<file path="src/design/sar_pkg.sv">
// Shared constants, types and helpers for both ends of the SDRAM read-burst link
// Notes on behaviour
// - Controller opens a row with ACTIVE before access
// - READ or WRITE waits activate_to_access_delay after ACTIVE
// - Same-bank ACTIVE needs precharge and row_cycle_time
// - Different-bank ACTIVEs spaced by bank_to_bank_activate_delay
// - First word read_latency after READ, then every clock
// - Finished burst leaves data lines high impedance
// - Full-page burst wraps to column 0 until stopped
// - New READ truncates or chains bursts seamlessly
// - READ accepted on any clock after a READ
// - WRITE follows last read word, maybe one idle
// - Mask high two clocks before truncating WRITE
// - Truncating WRITE forces data lines high impedance
// - Mask low at WRITE so data is written
// - Same-bank PRECHARGE ends read burst at read_latency-1
// - Wait precharge_time after PRECHARGE for that bank
// - BURST TERMINATE truncates reads at read_latency-1
// - BURST TERMINATE leaves the row open
// - Auto precharge closes row when burst completes
// - auto_precharge_select chooses auto precharge per command
// - Full-page bursts ignore auto precharge
// - Read lane driven two clocks after mask low
package sar_pkg;
   // ----------------------------------------
   // Timing
   // ----------------------------------------
   localparam int CLK_PERIOD_NS = 4;
   localparam int READ_LATENCY = 3;
   localparam int T_RCD_NS = 20;
   localparam int T_RC_NS = 60;
   localparam int T_RRD_NS = 15;
   localparam int T_RP_NS = 20;
   localparam int RCD_CYC = (T_RCD_NS + CLK_PERIOD_NS - 1) / CLK_PERIOD_NS;
   localparam int RC_CYC = (T_RC_NS + CLK_PERIOD_NS - 1) / CLK_PERIOD_NS;
   localparam int RRD_CYC = (T_RRD_NS + CLK_PERIOD_NS - 1) / CLK_PERIOD_NS;
   localparam int RP_CYC = (T_RP_NS + CLK_PERIOD_NS - 1) / CLK_PERIOD_NS;
   localparam int TMR_W = 8;
   localparam logic [TMR_W-1:0] TMR_MAX = 8'hFF;
   // A command decided at edge j is seen one edge later, hence the minus one
   localparam logic [TMR_W-1:0] RCD_LIM = TMR_W'(RCD_CYC - 1);
   localparam logic [TMR_W-1:0] RC_LIM = TMR_W'(RC_CYC - 1);
   localparam logic [TMR_W-1:0] RRD_LIM = TMR_W'(RRD_CYC - 1);
   localparam logic [TMR_W-1:0] RP_LIM = TMR_W'(RP_CYC - 1);
   // ----------------------------------------
   // Array shape and pins
   // ----------------------------------------
   localparam int BANKS = 4;
   localparam int BANK_W = 2;
   localparam int ROW_W = 12;
   localparam int COL_W = 9;
   localparam int DQ_W = 16;
   localparam int LANES = 2;
   localparam int AP_BIT = 10;
   localparam int PIPE_D = READ_LATENCY - 2;
   localparam logic [2:0] BL_FULL = 3'h7;
   // Pin code is {rasN, casN, weN} with csN low
   typedef enum logic [2:0] {
      CMD_PRECHARGE = 3'h2,
      CMD_ACTIVE = 3'h3,
      CMD_WRITE = 3'h4,
      CMD_READ = 3'h5,
      CMD_TERMINATE = 3'h6,
      CMD_NOP = 3'h7
   } sar_cmd_t;
   // ----------------------------------------
   // Controller register map
   // ----------------------------------------
   localparam logic [7:0] REG_CMD = 8'h00;
   localparam logic [7:0] REG_STATUS = 8'h04;
   localparam logic [7:0] REG_RDATA = 8'h08;
   localparam logic [7:0] REG_MASK = 8'h0C;
   localparam int CMD_OP_LSB = 0;
   localparam int CMD_BANK_LSB = 4;
   localparam int CMD_ADDR_LSB = 16;
   localparam logic [LANES-1:0] MASK_RESET = 2'h0;
   localparam logic [1:0] RESP_OKAY = 2'h0;
   localparam logic [1:0] RESP_SLVERR = 2'h2;

   function automatic logic [TMR_W-1:0] bump(input logic [TMR_W-1:0] v);
      bump = (v == TMR_MAX) ? v : v + 8'h01;
   endfunction

   // Column bits that advance within a burst; codes 4 to 6 share the full-page mask but end after 512 beats
   function automatic logic [COL_W-1:0] burstMask(input logic [2:0] code);
      case (code)
         3'h0: burstMask = 9'h000;
         3'h1: burstMask = 9'h001;
         3'h2: burstMask = 9'h003;
         3'h3: burstMask = 9'h007;
         default: burstMask = 9'h1FF;
      endcase
   endfunction

   function automatic logic [COL_W-1:0] nextCol(input logic [COL_W-1:0] col,
                                               input logic [COL_W-1:0] mask);
      nextCol = (col & ~mask) | ((col + 9'h001) & mask);
   endfunction

   // Each word names its own bank, low row bits and column
   function automatic logic [DQ_W-1:0] readPattern(input logic [BANK_W-1:0] bank,
                                                   input logic [ROW_W-1:0] row,
                                                   input logic [COL_W-1:0] col);
      readPattern = {bank, row[4:0], col};
   endfunction
endpackage
</file>
<file path="src/design/sar_if.sv">
// Command, address, mask and data pins between controller and SDRAM
`timescale 1ns/1ns
`default_nettype none
interface sar_if;
   logic csN;
   logic rasN;
   logic casN;
   logic weN;
   logic [sar_pkg::BANK_W-1:0] bankSel;
   logic [sar_pkg::ROW_W-1:0] addr;
   logic [sar_pkg::LANES-1:0] byteMask;
   logic [sar_pkg::DQ_W-1:0] dqOut;
   logic [sar_pkg::LANES-1:0] dqOe;
   modport dev (
      input csN, rasN, casN, weN, bankSel, addr, byteMask,
      output dqOut, dqOe
   );
   modport ctl (
      output csN, rasN, casN, weN, bankSel, addr, byteMask,
      input dqOut, dqOe
   );
endinterface
`default_nettype wire

</file>
<file path="src/design/sar_bank_timer.sv">
// Per-bank spacing counters and open flag for the controller
`timescale 1ns/1ns
`default_nettype none
module sar_bank_timer (
   input wire logic ref_clk, // System clock
   input wire logic rstn, // Synchronous reset, active low
   input wire logic activate, // ACTIVE issued to this bank
   input wire logic precharge, // PRECHARGE issued to this bank
   output logic accessOk, // READ or WRITE may go out
   output logic activateOk, // ACTIVE may go out
   output logic rowOpen // A row is open in this bank
);
   import sar_pkg::*;
   logic [TMR_W-1:0] sinceAct_ff, nxt_sinceAct;
   logic [TMR_W-1:0] sincePre_ff, nxt_sincePre;
   logic open_ff, nxt_open;

   always_comb begin
      nxt_sinceAct = activate ? '0 : bump(sinceAct_ff);
      nxt_sincePre = precharge ? '0 : bump(sincePre_ff);
      nxt_open = activate | (open_ff & ~precharge);
   end

   always_ff @(posedge ref_clk) begin
      if (!rstn) begin
         sinceAct_ff <= TMR_MAX;
         sincePre_ff <= TMR_MAX;
         open_ff <= 1'b0;
      end else begin
         sinceAct_ff <= nxt_sinceAct;
         sincePre_ff <= nxt_sincePre;
         open_ff <= nxt_open;
      end
   end

   assign accessOk = sinceAct_ff >= RCD_LIM;
   // Saturation keeps an old bank's spacing limits permanently met; an open row still blocks ACTIVE
   assign activateOk = !open_ff && sinceAct_ff >= RC_LIM && sincePre_ff >= RP_LIM;
   assign rowOpen = open_ff;
endmodule
`default_nettype wire

</file>
<file path="src/design/sar_ctrl.sv">
// Controller end: AXI4-Lite registers, command issue with per-bank spacing, read capture
//
// Added by the designer: the AXI4-Lite register port and the register addresses.
`timescale 1ns/1ns
`default_nettype none
module sar_ctrl (
   input wire logic ref_clk, // System clock
   input wire logic rstn, // Synchronous reset, active low
   sar_if.ctl mem, // Pins to the SDRAM
   input wire logic awvalid, // Write address valid
   output logic awready, // Write address ready
   input wire logic [7:0] awaddr, // Write byte address
   input wire logic wvalid, // Write data valid
   output logic wready, // Write data ready
   input wire logic [31:0] wdata, // Write data
   input wire logic [3:0] wstrb, // Write byte strobes
   output logic bvalid, // Write response valid
   input wire logic bready, // Write response ready
   output logic [1:0] bresp, // Write response
   input wire logic arvalid, // Read address valid
   output logic arready, // Read address ready
   input wire logic [7:0] araddr, // Read byte address
   output logic rvalid, // Read data valid
   input wire logic rready, // Read data ready
   output logic [31:0] rdata, // Read data
   output logic [1:0] rresp // Read response
);
   import sar_pkg::*;

   // ----------------------------------------
   // AXI4-Lite slave
   // ----------------------------------------
   logic awHeld_ff, nxt_awHeld, wHeld_ff, nxt_wHeld;
   logic [7:0] awA_ff, nxt_awA;
   logic [31:0] wD_ff, nxt_wD;
   logic [3:0] wS_ff, nxt_wS;
   logic awready_ff, nxt_awready, wready_ff, nxt_wready;
   logic bvalid_ff, nxt_bvalid, arready_ff, nxt_arready, rvalid_ff, nxt_rvalid;
   logic [1:0] bresp_ff, nxt_bresp, rresp_ff, nxt_rresp;
   logic [31:0] rdata_ff, nxt_rdata;
   logic cmdWr, maskWr;
   logic pend_ff, nxt_pend, seen_ff, nxt_seen;
   logic [LANES-1:0] mask_ff, nxt_mask;
   logic [DQ_W-1:0] cap_ff, nxt_cap;
   sar_cmd_t pOp_ff, nxt_pOp, op_ff, nxt_op;
   logic [BANK_W-1:0] pBank_ff, nxt_pBank;
   logic [ROW_W-1:0] pAddr_ff, nxt_pAddr;
   logic [BANKS-1:0] accOk, actOk, rowOpen, actPulse, prePulse;

   always_comb begin
      nxt_awHeld = awHeld_ff | (awvalid & awready_ff);
      nxt_awA = (awvalid & awready_ff) ? awaddr : awA_ff;
      nxt_wHeld = wHeld_ff | (wvalid & wready_ff);
      nxt_wD = (wvalid & wready_ff) ? wdata : wD_ff;
      nxt_wS = (wvalid & wready_ff) ? wstrb : wS_ff;
      nxt_bvalid = bvalid_ff & ~bready;
      nxt_bresp = bresp_ff;
      cmdWr = 1'b0;
      maskWr = 1'b0;
      if (awHeld_ff && wHeld_ff && !bvalid_ff) begin
         nxt_awHeld = 1'b0;
         nxt_wHeld = 1'b0;
         nxt_bvalid = 1'b1;
         nxt_bresp = RESP_OKAY;
         // A command written while one is pending is refused
         if (awA_ff == REG_CMD && !pend_ff) begin
            cmdWr = |wS_ff;
         end else if (awA_ff == REG_MASK) begin
            maskWr = wS_ff[0];
         end else begin
            nxt_bresp = RESP_SLVERR;
         end
      end
      nxt_awready = !nxt_awHeld && !nxt_bvalid;
      nxt_wready = !nxt_wHeld && !nxt_bvalid;
      nxt_rvalid = rvalid_ff & ~rready;
      nxt_rdata = rdata_ff;
      nxt_rresp = rresp_ff;
      if (arvalid && arready_ff) begin
         nxt_rvalid = 1'b1;
         nxt_rresp = RESP_OKAY;
         case (araddr)
            REG_CMD: nxt_rdata = {4'h0, pAddr_ff, 8'h00, 2'h0, pBank_ff, 1'b0, pOp_ff};
            REG_STATUS: nxt_rdata = {20'h0, rowOpen, 6'h0, seen_ff, pend_ff};
            REG_RDATA: nxt_rdata = {16'h0, cap_ff};
            REG_MASK: nxt_rdata = {30'h0, mask_ff};
            default: begin
               nxt_rdata = '0;
               nxt_rresp = RESP_SLVERR;
            end
         endcase
      end
      nxt_arready = !nxt_rvalid;
   end

   // ----------------------------------------
   // Command issue and spacing
   // ----------------------------------------
   logic goOk, issue;
   logic [TMR_W-1:0] rrd_ff, nxt_rrd;

   always_comb begin
      goOk = 1'b1;
      if (pOp_ff == CMD_ACTIVE) begin
         goOk = actOk[pBank_ff] && rrd_ff >= RRD_LIM;
      end else if (pOp_ff == CMD_READ || pOp_ff == CMD_WRITE) begin
         // This end never drives dq, so a WRITE cannot contend with read data
         goOk = accOk[pBank_ff];
      end
      issue = pend_ff && goOk;
      for (int b = 0; b < BANKS; b++) begin
         actPulse[b] = issue && pOp_ff == CMD_ACTIVE && pBank_ff == b;
         prePulse[b] = issue && pOp_ff == CMD_PRECHARGE && (pAddr_ff[AP_BIT] || pBank_ff == b);
      end
      nxt_rrd = (issue && pOp_ff == CMD_ACTIVE) ? '0 : bump(rrd_ff);
      nxt_op = issue ? pOp_ff : CMD_NOP;
      nxt_pend = pend_ff && !issue;
      nxt_pOp = pOp_ff;
      nxt_pBank = pBank_ff;
      nxt_pAddr = pAddr_ff;
      if (cmdWr) begin
         nxt_pend = 1'b1;
         nxt_pOp = sar_cmd_t'(wD_ff[CMD_OP_LSB +: 3]);
         nxt_pBank = wD_ff[CMD_BANK_LSB +: BANK_W];
         nxt_pAddr = wD_ff[CMD_ADDR_LSB +: ROW_W];
      end
      // Software sequences the mask around WRITEs
      nxt_mask = maskWr ? wD_ff[LANES-1:0] : mask_ff;
      nxt_cap = cap_ff;
      for (int l = 0; l < LANES; l++) begin
         if (mem.dqOe[l]) begin
            nxt_cap[l*8 +: 8] = mem.dqOut[l*8 +: 8];
         end
      end
      nxt_seen = (seen_ff && !cmdWr) || |mem.dqOe;
   end

   for (genvar g = 0; g < BANKS; g++) begin : gBank
      sar_bank_timer uTmr (
         .ref_clk(ref_clk),
         .rstn(rstn),
         .activate(actPulse[g]),
         .precharge(prePulse[g]),
         .accessOk(accOk[g]),
         .activateOk(actOk[g]),
         .rowOpen(rowOpen[g])
      );
   end

   always_ff @(posedge ref_clk) begin
      if (!rstn) begin
         awHeld_ff <= 1'b0;
         wHeld_ff <= 1'b0;
         awA_ff <= '0;
         wD_ff <= '0;
         wS_ff <= '0;
         awready_ff <= 1'b0;
         wready_ff <= 1'b0;
         bvalid_ff <= 1'b0;
         bresp_ff <= RESP_OKAY;
         arready_ff <= 1'b0;
         rvalid_ff <= 1'b0;
         rresp_ff <= RESP_OKAY;
         rdata_ff <= '0;
         pend_ff <= 1'b0;
         seen_ff <= 1'b0;
         mask_ff <= MASK_RESET;
         cap_ff <= '0;
         pOp_ff <= CMD_NOP;
         op_ff <= CMD_NOP;
         pBank_ff <= '0;
         pAddr_ff <= '0;
         rrd_ff <= TMR_MAX;
      end else begin
         awHeld_ff <= nxt_awHeld;
         wHeld_ff <= nxt_wHeld;
         awA_ff <= nxt_awA;
         wD_ff <= nxt_wD;
         wS_ff <= nxt_wS;
         awready_ff <= nxt_awready;
         wready_ff <= nxt_wready;
         bvalid_ff <= nxt_bvalid;
         bresp_ff <= nxt_bresp;
         arready_ff <= nxt_arready;
         rvalid_ff <= nxt_rvalid;
         rresp_ff <= nxt_rresp;
         rdata_ff <= nxt_rdata;
         pend_ff <= nxt_pend;
         seen_ff <= nxt_seen;
         mask_ff <= nxt_mask;
         cap_ff <= nxt_cap;
         pOp_ff <= nxt_pOp;
         op_ff <= nxt_op;
         pBank_ff <= nxt_pBank;
         pAddr_ff <= nxt_pAddr;
         rrd_ff <= nxt_rrd;
      end
   end

   assign mem.csN = 1'b0;
   assign {mem.rasN, mem.casN, mem.weN} = op_ff;
   assign mem.bankSel = pBank_ff;
   assign mem.addr = pAddr_ff;
   assign mem.byteMask = mask_ff;
   assign awready = awready_ff;
   assign wready = wready_ff;
   assign bvalid = bvalid_ff;
   assign bresp = bresp_ff;
   assign arready = arready_ff;
   assign rvalid = rvalid_ff;
   assign rdata = rdata_ff;
   assign rresp = rresp_ff;
endmodule
`default_nettype wire

</file>
<file path="src/flat_wrapper.sv">
// flat-port wrapper written by rule: the top's interface ports become plain ports
module sar_ctrl_flat import sar_pkg::*;
  (ref_clk, rstn, awvalid, awready, awaddr, wvalid, wready, wdata, wstrb, bvalid, bready, bresp, arvalid, arready, araddr, rvalid, rready, rdata, rresp, mem_csN, mem_rasN, mem_casN, mem_weN, mem_bankSel, mem_addr, mem_byteMask, mem_dqOut, mem_dqOe);
  sar_if mem_i ();
  input wire logic ref_clk;
  input wire logic rstn;
  input wire logic awvalid;
  output logic awready;
  input wire logic [7:0] awaddr;
  input wire logic wvalid;
  output logic wready;
  input wire logic [31:0] wdata;
  input wire logic [3:0] wstrb;
  output logic bvalid;
  input wire logic bready;
  output logic [1:0] bresp;
  input wire logic arvalid;
  output logic arready;
  input wire logic [7:0] araddr;
  output logic rvalid;
  input wire logic rready;
  output logic [31:0] rdata;
  output logic [1:0] rresp;
  output wire logic [$bits(mem_i.csN)-1:0] mem_csN;
  output wire logic [$bits(mem_i.rasN)-1:0] mem_rasN;
  output wire logic [$bits(mem_i.casN)-1:0] mem_casN;
  output wire logic [$bits(mem_i.weN)-1:0] mem_weN;
  output wire logic [$bits(mem_i.bankSel)-1:0] mem_bankSel;
  output wire logic [$bits(mem_i.addr)-1:0] mem_addr;
  output wire logic [$bits(mem_i.byteMask)-1:0] mem_byteMask;
  input wire logic [$bits(mem_i.dqOut)-1:0] mem_dqOut;
  input wire logic [$bits(mem_i.dqOe)-1:0] mem_dqOe;
  assign mem_csN = mem_i.csN;
  assign mem_rasN = mem_i.rasN;
  assign mem_casN = mem_i.casN;
  assign mem_weN = mem_i.weN;
  assign mem_bankSel = mem_i.bankSel;
  assign mem_addr = mem_i.addr;
  assign mem_byteMask = mem_i.byteMask;
  assign mem_i.dqOut = mem_dqOut;
  assign mem_i.dqOe = mem_dqOe;
  sar_ctrl u_core (.ref_clk(ref_clk), .rstn(rstn), .mem(mem_i), .awvalid(awvalid), .awready(awready), .awaddr(awaddr), .wvalid(wvalid), .wready(wready), .wdata(wdata), .wstrb(wstrb), .bvalid(bvalid), .bready(bready), .bresp(bresp), .arvalid(arvalid), .arready(arready), .araddr(araddr), .rvalid(rvalid), .rready(rready), .rdata(rdata), .rresp(rresp));
endmodule
</file>
<file path="config.mk">
export PLATFORM = sky130hd
export DESIGN_NAME = sar_ctrl_flat
export DESIGN_NICKNAME = d
export VERILOG_FILES = /design/src/design/sar_pkg.sv /design/src/design/sar_if.sv /design/src/design/sar_bank_timer.sv /design/src/design/sar_ctrl.sv /design/src/flat_wrapper.sv
export SDC_FILE = /design/constraint.sdc
export NUM_CORES = 1
export LEC_CHECK = 0
export ABC_CLOCK_PERIOD_IN_PS = 4250
export BUFFER_PORTS_ARGS = -buffer_cell sky130_fd_sc_hd__clkbuf_2
export CORE_MARGIN = 10
export CORE_UTILIZATION = 55
export CTS_CLUSTER_DIAMETER = 50
export DETAILED_ROUTE_END_ITERATION = 6
export HOLD_SLACK_MARGIN = 0.02
export PLACE_DENSITY = 0.74
export SYNTH_ARGS = -nofsm -noshare
export SYNTH_HDL_FRONTEND = slang
export SYNTH_HIERARCHICAL = 1
export SYNTH_SLANG_ARGS = --single-unit
</file>
<file path="constraint.sdc">
create_clock -name ref_clk -period 4.25 [get_ports ref_clk]
set_input_delay 0.425 -clock ref_clk [delete_from_list [all_inputs] [get_ports ref_clk]]
set_output_delay 0.425 -clock ref_clk [all_outputs]
set_load 0.02 [all_outputs]
</file>
== Word-level counts from Yosys, hierarchy flattened ==
Index checks and enable logic that the tools add are counted.

* Register bits: 199
* Latch bits: 0
* RAM bits: 0
* Bits in read-only memories: 0
* Input bits: 77
* Memories: 0

* Add/sub/neg operators: 9
* $mul: 0
* Divide/modulo/power cells: 0
* $lt $le $gt $ge: 14
* Equal/unequal tests: 29
* Shifts and indexed selects: 0
* Mux-type cells: 38
* Bitwise operators: 20
* Reductions and logical operators: 53

{| class="wikitable"
|+ Operator list
! kind !! number
|-
| $mux 8 || 18
|-
| $pmux 28 s4 || 1
|-
| $add 8x1->8 const B || 9
|-
| $eq 8x8->1 const B || 9
|-
| $ge 8x3->1 const B || 8
|-
| $ge 8x4->1 const B || 4
|-
| $logic_and 1x1->1 || 28
|-
| $eq 8x4->1 const B || 3
|-
| $logic_not 8->1 || 2
|-
| $ne 2x2->1 const B || 8
|-
| $mux 1 || 14
|-
| $logic_not 1->1 || 12
|-
| $and 1x1->1 || 8
|-
| $eq 8x3->1 const B || 1
|-
| $ge 8x2->1 const B || 1
|-
| $reduce_or 4->1 || 2
|-
| $eq 3x2->1 const B || 2
|-
| $eq 3x3->1 const B || 2
|-
| $logic_or 1x1->1 || 6
|-
| $mux 2 || 3
|-
| $not 1->1 || 6
|-
| $or 1x1->1 || 6
|-
| $bmux 1 s2 || 2
|-
| $eq 2x2->1 const B || 2
|-
| other kinds (6) || 6
|}

== Longest topological paths before layout ==
Gate-level depths: netlist of the first run.

* Depth in word-level cells: 13
* Gate-level depth with buffers: 8
* Depth with buffers taken out: 8

== Cells and area by module ==
The synthesis of the first run kept the hierarchy.

{| class="wikitable"
|+ Modules (own cells, without submodules)
! module !! times used !! cells an instance !! area each (um^2)
|-
| sar_ctrl || 1 || 515 || 4765.8
|-
| sar_bank_timer || 4 || 94 || 834.6
|}

== Least setup slack after synthesis of the first run ==
OpenSTA, ideal clock, no wires.

* Path type: register -> register
* Start point: register u_core.gBank[3].uTmr.sinceAct_ff[4]
* End point: register u_core.gBank[0].uTmr.sinceAct_ff[6]
* Data arrival time: 2177 ps
* Data required time: 4163 ps
* Slack: 1986 ps
* Cell stages (with the launch flop): 9
* Period minus slack after synthesis: 2264 ps
* Cell sequence: dfxtp_1 or4_1 a31oi_1 nor3_1 mux4_2 a21boi_0 nand3_1 nor3_1 o31ai_1

* Longest elaborated chain between the ends: 11

{| class="wikitable"
|+ RTL lines
! what !! RTL line !! source
|-
| start: declaration || sar_bank_timer.sv:14 || <nowiki>logic [TMR_W-1:0] sinceAct_ff, nxt_sinceAct;</nowiki>
|-
| start signal: assignment || sar_bank_timer.sv:30 || <nowiki>sinceAct_ff <= nxt_sinceAct;</nowiki>
|-
| $ge 8x4->1 (*) || sar_bank_timer.sv:38 || <nowiki>assign activateOk = !open_ff && sinceAct_ff >= RC_LIM && sincePre_ff >= RP_LIM;</nowiki>
|-
| $logic_and 1x1->1 (*) (2 in series) || sar_bank_timer.sv:38 ||
|-
| via u_core.actOk[3] || sar_ctrl.sv:48 || <nowiki>logic [BANKS-1:0] accOk, actOk, rowOpen, actPulse, prePulse;</nowiki>
|-
| $bmux 1 s2 (*) || sar_ctrl.sv:105 || <nowiki>goOk = actOk[pBank_ff] && rrd_ff >= RRD_LIM;</nowiki>
|-
| $mux 1 (not written as such) (*) || sar_ctrl.sv:105 ||
|-
| $logic_and 1x1->1 (*) || sar_ctrl.sv:105 ||
|-
| $mux 1 (*) || sar_ctrl.sv:104 || <nowiki>if (pOp_ff == CMD_ACTIVE) begin</nowiki>
|-
| $logic_and 1x1->1 (*) || sar_ctrl.sv:110 || <nowiki>issue = pend_ff && goOk;</nowiki>
|-
| $logic_and 1x1->1 (*) (2 in series) || sar_ctrl.sv:112 || <nowiki>actPulse[b] = issue && pOp_ff == CMD_ACTIVE && pBank_ff == b;</nowiki>
|-
| via u_core.actPulse[0] || sar_ctrl.sv:48 ||
|-
| $ne 2x2->1 (no source line) or $mux 8 (tied branches) || -- ||
|-
| end signal: assignment || sar_bank_timer.sv:30 ||
|-
| end: declaration || sar_bank_timer.sv:14 ||
|}

Mark *: on every way through the listed nets, which the timed path passes. The rest lies on a longest branch. The select of a mux whose other input is x is not followed.
A chain may end at the register's enable or synchronous reset.

== Worst setup path in the final report of the first run ==
* Start point: register u_core.gBank[2].uTmr.sincePre_ff[4]
* End point: register u_core.gBank[0].uTmr.sinceAct_ff[2]

* Longest elaborated chain between the ends: 10

{| class="wikitable"
|+ RTL lines
! what !! RTL line !! source
|-
| start: declaration || sar_bank_timer.sv:15 || <nowiki>logic [TMR_W-1:0] sincePre_ff, nxt_sincePre;</nowiki>
|-
| start signal: assignment || sar_bank_timer.sv:31 || <nowiki>sincePre_ff <= nxt_sincePre;</nowiki>
|-
| $ge 8x3->1 (*) || sar_bank_timer.sv:38 ||
|-
| $logic_and 1x1->1 (*) || sar_bank_timer.sv:38 ||
|-
| via u_core.actOk[2] || sar_ctrl.sv:48 ||
|-
| $bmux 1 s2 (*) || sar_ctrl.sv:105 ||
|-
| $mux 1 (not written as such) (*) || sar_ctrl.sv:105 ||
|-
| $logic_and 1x1->1 (*) || sar_ctrl.sv:105 ||
|-
| $mux 1 (*) || sar_ctrl.sv:104 ||
|-
| $logic_and 1x1->1 (*) || sar_ctrl.sv:110 ||
|-
| $logic_and 1x1->1 (*) (2 in series) || sar_ctrl.sv:112 ||
|-
| via u_core.actPulse[0] || sar_ctrl.sv:48 ||
|-
| $ne 2x2->1 (no source line) or $mux 8 (tied branches) || -- ||
|}

Marks and branches as above.

==> results of run 1 <==
==> cells by family after synthesis <==
logic type                 synth area share, %
adders and majority gates                 2.62
buffers and inverters                     3.88
xor gates and xnor gates                  1.95
muxes                                     7.66
DFF                                       45.0
AOI/OAI and AO/OA                         17.4
other                                   0.0463
and+or+nand+nor                           21.5
==> per-layer routing <==
metal,share of wire [%],up-vias,global-route usage [%]
met4,0.70,0,3.82
met5,0,-,0
met3,5.6,11,6.04
met2,48,126,30.1
met1,46,3160,23.2
li1,-,3372,-
==> state kept, by name, summed over array words and instances (netlist names), 2 cells and up <==
signal,flops
u_core/mem.bankSel,2
u_core/mem.addr,12
u_core/gBank.uTmr/rowOpen,4
u_core/gBank.uTmr/sinceAct_ff,32
u_core/cap_ff,16
u_core/op_ff,3
u_core/rrd_ff,8
u_core/awA_ff,8
u_core/mem.byteMask,2
u_core/wD_ff,17
u_core/wS_ff,4
u_core/gBank.uTmr/sincePre_ff,32
u_core/rdata,28
u_core/pOp_ff,3
==> cells in the mapped netlist, drive strengths merged, types with 4 or more instances <==
master  number
dfxtp      182
a31oi       21
mux4         4
o21a         8
a21o         8
buf         12
a21oi       17
o21ai       68
o31ai       13
and4        10
nand3       30
clkbuf      34
o211ai       5
a22oi       23
xor2        10
nor2        27
and2        11
xnor2        8
or3          7
or4          9
o22a         8
nand2      128
ha          17
a21boi      34
inv         21
mux2i       53
nor3        23
and3        12
nand4       20
nor2b       47
==> metrics by stage <==
stage                     util (%)  cell area, um2  std cells  hold slack (ns)
after floorplan                  -            8130        897            0.422
after global placement        60.3            8730       1152            0.443
after detailed placement      60.3            8730       1152            0.441
after CTS                     64.4            9320       1184            0.211
after global routing          64.4            9320       1184            0.222
final                         64.4            9320       1184            0.225
==> power breakdown <==
part / internal [mW] / switching (mW)
Clock: 0.917 / 0.654
Sequential: 1.87 / 0.179
Combinational: 0.600 / 0.660
==> how the worst min path moves through the flow <==
stage | startpoint | to | slack [ns] | cells after the start
after CTS | wdata[19] | u_core/wD_ff[19]$_SDFFE_PN0P_ | 0.21 | 3
after global routing | wdata[19] | u_core/wD_ff[19]$_SDFFE_PN0P_ | 0.22 | 3
after global placement | u_core/seen_ff$_SDFF_PN0_ | u_core/seen_ff$_SDFF_PN0_ | 0.44 | 2
after floorplan | u_core/awHeld_ff$_SDFF_PN0_ | u_core/awready$_SDFF_PN0_ | 0.42 | 1
after detailed placement | u_core/awHeld_ff$_SDFF_PN0_ | u_core/awready$_SDFF_PN0_ | 0.44 | 1
final | wdata[19] | u_core/wD_ff[19]$_SDFFE_PN0P_ | 0.22 | 3
==> final cells by class <==
cell class / count / area, um2
Timing Repair Buffer: 117 / 606
Clock buffer: 22 / 474
Multi-Input combinational cell: 648 / 4170
Sequential cell: 182 / 3640
Tap cell: 184 / 230
Inverter: 21 / 78.8
Clock inverter: 10 / 119
Fill cell: 1280 / 5160
==> worst register-to-register path, cell delays in order (launching register included) <==
cell and delay [ns]:
dfxtp_1 0.45, or4_1 0.17, nor3_1 0.06, nor3_1 0.28
mux4_2 0.31, a21boi_0 0.37, nand3_1 0.24, nor3_1 0.75
o21ai_0 0.25
==> results.toml, run 1 <==
[worst_setup_path]
crit_path_start = "u_core/gBank[2].uTmr/sincePre_ff[4]$_SDFFE_PN1P_"
rrSetupSlack_ns = 1.21
critPathLaunchType = "register"
reg2reg_from = "u_core/gBank[2].uTmr/sincePre_ff[4]$_SDFFE_PN1P_"
cp_common_cell = "nor3_1"
end_kind = "register"
cp.required_ns = 4.51
cpPeakStageDelay_ns = 0.75
path_class = "reg2reg"
crit_fanout = 9
endpoint = "u_core/gBank[0].uTmr/sinceAct_ff[2]$_SDFFE_PN1P_"
rr_endpoint = "u_core/gBank[0].uTmr/sinceAct_ff[2]$_SDFFE_PN1P_"
critPathTopFamily = "simple AND/OR/NAND/NOR gates"
cp_num_cells = 8
path_buf_inv = 0
critical_path_arrival_ns = 3.30
reg2reg_depth = 8
crit_chain = "or4_1, nor3_1, nor3_1, mux4_2, a21boi_0, nand3_1, nor3_1, o21ai_0"
critPathSlowestCell = "nor3_1"

[route]
route.detailed.drc = 0
wl_per_cell_um = 15.9
postRouteAntennaNets = 0
dr.pass1.iters = 5
drt_wl_total_mm = 18.8
num_vias = 6669
drtIter0Drc = 520
viasPerCell = 5.63

[logic_synthesis]
synth_cell_types = 55
synth_area_um2 = 8100
yosysTopAreaCell = "dfxtp_1"
ys_seq_area_share_pct = 45.0
synth_area_leaders = "dfxtp_1 45%, mux2i_1 6.5%, nand2_1 5.9%"
synth_edf_count = 0
synth_top_cell_area_share_pct = 45.0
synth_cells = 891
yosysWarnings = 6
synth-seq-cells = 182
ys.flop_type = "dfxtp_1"
ys_async_sr_fraction_pct = 0
syn_area_per_cell_um2 = 9.10

[global_route]
grt_usage_pct = 18.4
grt_pass1_vias = 6310
grt_max_degree = 111
gr-total-overflow = 0
grt_pass1_wl_mm = 30.7
antenna_found_initial = 0

[layout]
nets = 1081
final_cell_mix = "182 x dfxtp_1, 128 x nand2_1, 114 x clkbuf_2"
drive_gt1_share_pct = 16.9
final_common_cell = "dfxtp_1"
area_growth_pct = 15.0
diodes = 0

[timing]
drv_slew = 0
fin_crit_ns = 3.04
hold_viol_final = 0
rsz0062_at_grt = "false"
setup_tns_ns = 0
setup_violations = 0
max_slew_margin_pct = 33.7
setup_ws_ns = 1.21
max_freq_mhz = 329
finalCritPeriodShare_pct = 71.6
finClkSkew_ns = 0.00929
worst_slew_pin_slew_ns = 0.986

[place]
place.detailed.hpwl_mm = 13.1
place.port_buffers = 115
place_congestion = 0.854
place_ws_ns = 1.33

[pwr]
p_leak_nw = 3.98
p_per_area_nw_per_um2 = 524
max-vdd-ir-drop_v = 0.000320
power_mw = 4.88

[cts]
cts_num_sinks = 182
cts_tree = "built"
cts_buffer_depth = 2
post_cts_buffers = 0
insertion_delay_ns = 0.43
cts_buffers = 17
cts_root_buf = "clkbuf_16"
cts_hold_buf = 0
htree_num_levels = 4
cts_resized = 0
clk_pin_slew_ns = 0.07

[floorplan]
io_pins = 138
die_w_um = 141
die_area_um2 = 20000
fp-row-count = 44
die_height_um = 141
core_region_area_um2 = 14500
initial_core_util_pct = 56.0

[status]
status = "complete, no violations"

[worst_hold_path]
hold_path.class = "in2reg"

[flow_run]
maxCapViolations = 0
Note: power is estimated with default switching activity, not from simulation.
==> run 2, diff against run 1 <==
- ABC_CLOCK_PERIOD_IN_PS: 4250 -> 2800
- clock period: 4.25 -> 2.8 ns (I/O delays scaled with it)
==> results.toml, run 2 (synthesis results as in run 1) <==
[status]
status = "complete, no violations"

[worst_setup_path]
crit_fanout = 9
cp.required_ns = 3.14
endpoint = "u_core/gBank[1].uTmr/sinceAct_ff[6]$_SDFFE_PN1P_"
end_kind = "register"
path_class = "reg2reg"
reg2reg_depth = 9
rr_endpoint = "u_core/gBank[1].uTmr/sinceAct_ff[6]$_SDFFE_PN1P_"
crit_path_start = "u_core/gBank[0].uTmr/sincePre_ff[3]$_SDFFE_PN1P_"
rrSetupSlack_ns = 0.19
critPathLaunchType = "register"
reg2reg_from = "u_core/gBank[0].uTmr/sincePre_ff[3]$_SDFFE_PN1P_"
critical_path_arrival_ns = 2.95

[route]
postRouteAntennaNets = 0
wl_per_cell_um = 15.6
num_vias = 6690
drt_wl_total_mm = 18.7
viasPerCell = 5.58
route.detailed.drc = 0
drtIter0Drc = 462
dr.pass1.iters = 4

[global_route]
grt_pass1_wl_mm = 30.4
grt_usage_pct = 18.3
antenna_found_initial = 0
gr-total-overflow = 0
grt_max_degree = 96
grt_pass1_vias = 6196

[timing]
drv_slew = 0
worst_slew_pin_slew_ns = 0.911
setup_violations = 0
setup_ws_ns = 0.188
finalCritPeriodShare_pct = 93.3
finClkSkew_ns = 0.00863
max_freq_mhz = 383
setup_tns_ns = 0
rsz0062_at_grt = "false"
max_slew_margin_pct = 39.1
hold_viol_final = 0
hold_slack_ns = 0.0770
fin_crit_ns = 2.61

[cts]
cts_hold_buf = 0
clk_pin_slew_ns = 0.07
cts_root_buf = "clkbuf_16"
cts_num_sinks = 182
cts_buffer_depth = 2
insertion_delay_ns = 0.43
cts_resized = 0
cts_buffers = 17
cts_tree = "built"
post_cts_buffers = 0
htree_num_levels = 4

[layout]
nFillCells = 1229
final_cell_mix = "182 x dfxtp_1, 128 x nand2_1, 114 x clkbuf_2"
area_growth_pct = 16.5
final_util_pct = 65.2
diodes = 0
final_common_cell = "dfxtp_1"
nets = 1096
drive_gt1_share_pct = 18.5

[floorplan]
core_region_area_um2 = 14500
die_area_um2 = 20000
io_pins = 138
initial_core_util_pct = 56.0
die_w_um = 141
die_height_um = 141
fp-row-count = 44

[pwr]
max-vdd-ir-drop_v = 0.000471
p_per_area_nw_per_um2 = 784
p_leak_nw = 4.04
power_mw = 7.40

[worst_hold_path]
hold_path.class = "in2reg"

[place]
place.port_buffers = 115
place_ws_ns = 0.0919
place_congestion = 0.846
place.detailed.hpwl_mm = 13.3

[flow_run]
maxCapViolations = 0
[run 2: metrics by stage]
stage	std cells	instance area (um2)
after floorplan	897	8130
after global placement	1167	8840
after global routing	1199	9440
final	1199	9440
after detailed placement	1167	8840
after CTS	1199	9430
[run 2: worst min-delay path by stage]
stage                           startpoint                                          endpoint  slack (ns)  cells after the start
2_1_floorplan                         rstn  u_core/gBank[0].uTmr/sinceAct_ff[3]$_SDFFE_PN1P_        0.36                      1
3_3_place_gp     u_core/seen_ff$_SDFF_PN0_                         u_core/seen_ff$_SDFF_PN0_        0.44                      2
3_5_place_dp   u_core/awHeld_ff$_SDFF_PN0_                         u_core/awready$_SDFF_PN0_        0.44                      1
4_1_cts                          awaddr[2]                     u_core/awA_ff[2]$_SDFFE_PN0P_        0.06                      3
5_1_grt                          awaddr[7]                     u_core/awA_ff[7]$_SDFFE_PN0P_        0.07                      3
6_report                         awaddr[4]                     u_core/awA_ff[4]$_SDFFE_PN0P_        0.08                      3
[run 2: final cells by class]
class,instances,area (um2),share of cell area (%)
tap,184,230,2.44
inverter,21,78.8,0.835
multi-input combinational,648,4180,44.3
sequential,182,3640,38.6
clock buffer,23,498,5.28
timing repair buffer,132,718,7.61
clock inverter,9,91.3,0.968
[run 2: worst max-delay path, stage by stage, from the launching register on]
cell	delay (ns)
dfxtp_1	0.34
or4_1	0.53
nor3_1	0.23
nor3_1	0.14
mux4_2	0.46
a21boi_0	0.15
nand3_1	0.21
buf_4	0.16
nor2b_2	0.08
o31ai_1	0.23
[run 2: per-layer routing]
metal | track usage (%) | share of wire (%) | vias up
met1 | 22.7 | 46 | 3111
met2 | 29.2 | 47 | 158
met5 | 0 | 0 | -
met3 | 6.48 | 6.1 | 15
li1 | - | - | 3406
met4 | 5.33 | 1.2 | 0
[run 2: power by group]
| part | switching, mW | internal (mW) | leakage [nW] |
|---|---|---|---|
| combinational | 1.04 | 0.939 | 2.29 |
| sequential | 0.242 | 2.84 | 1.48 |
| clock | 0.995 | 1.35 | 0.278 |
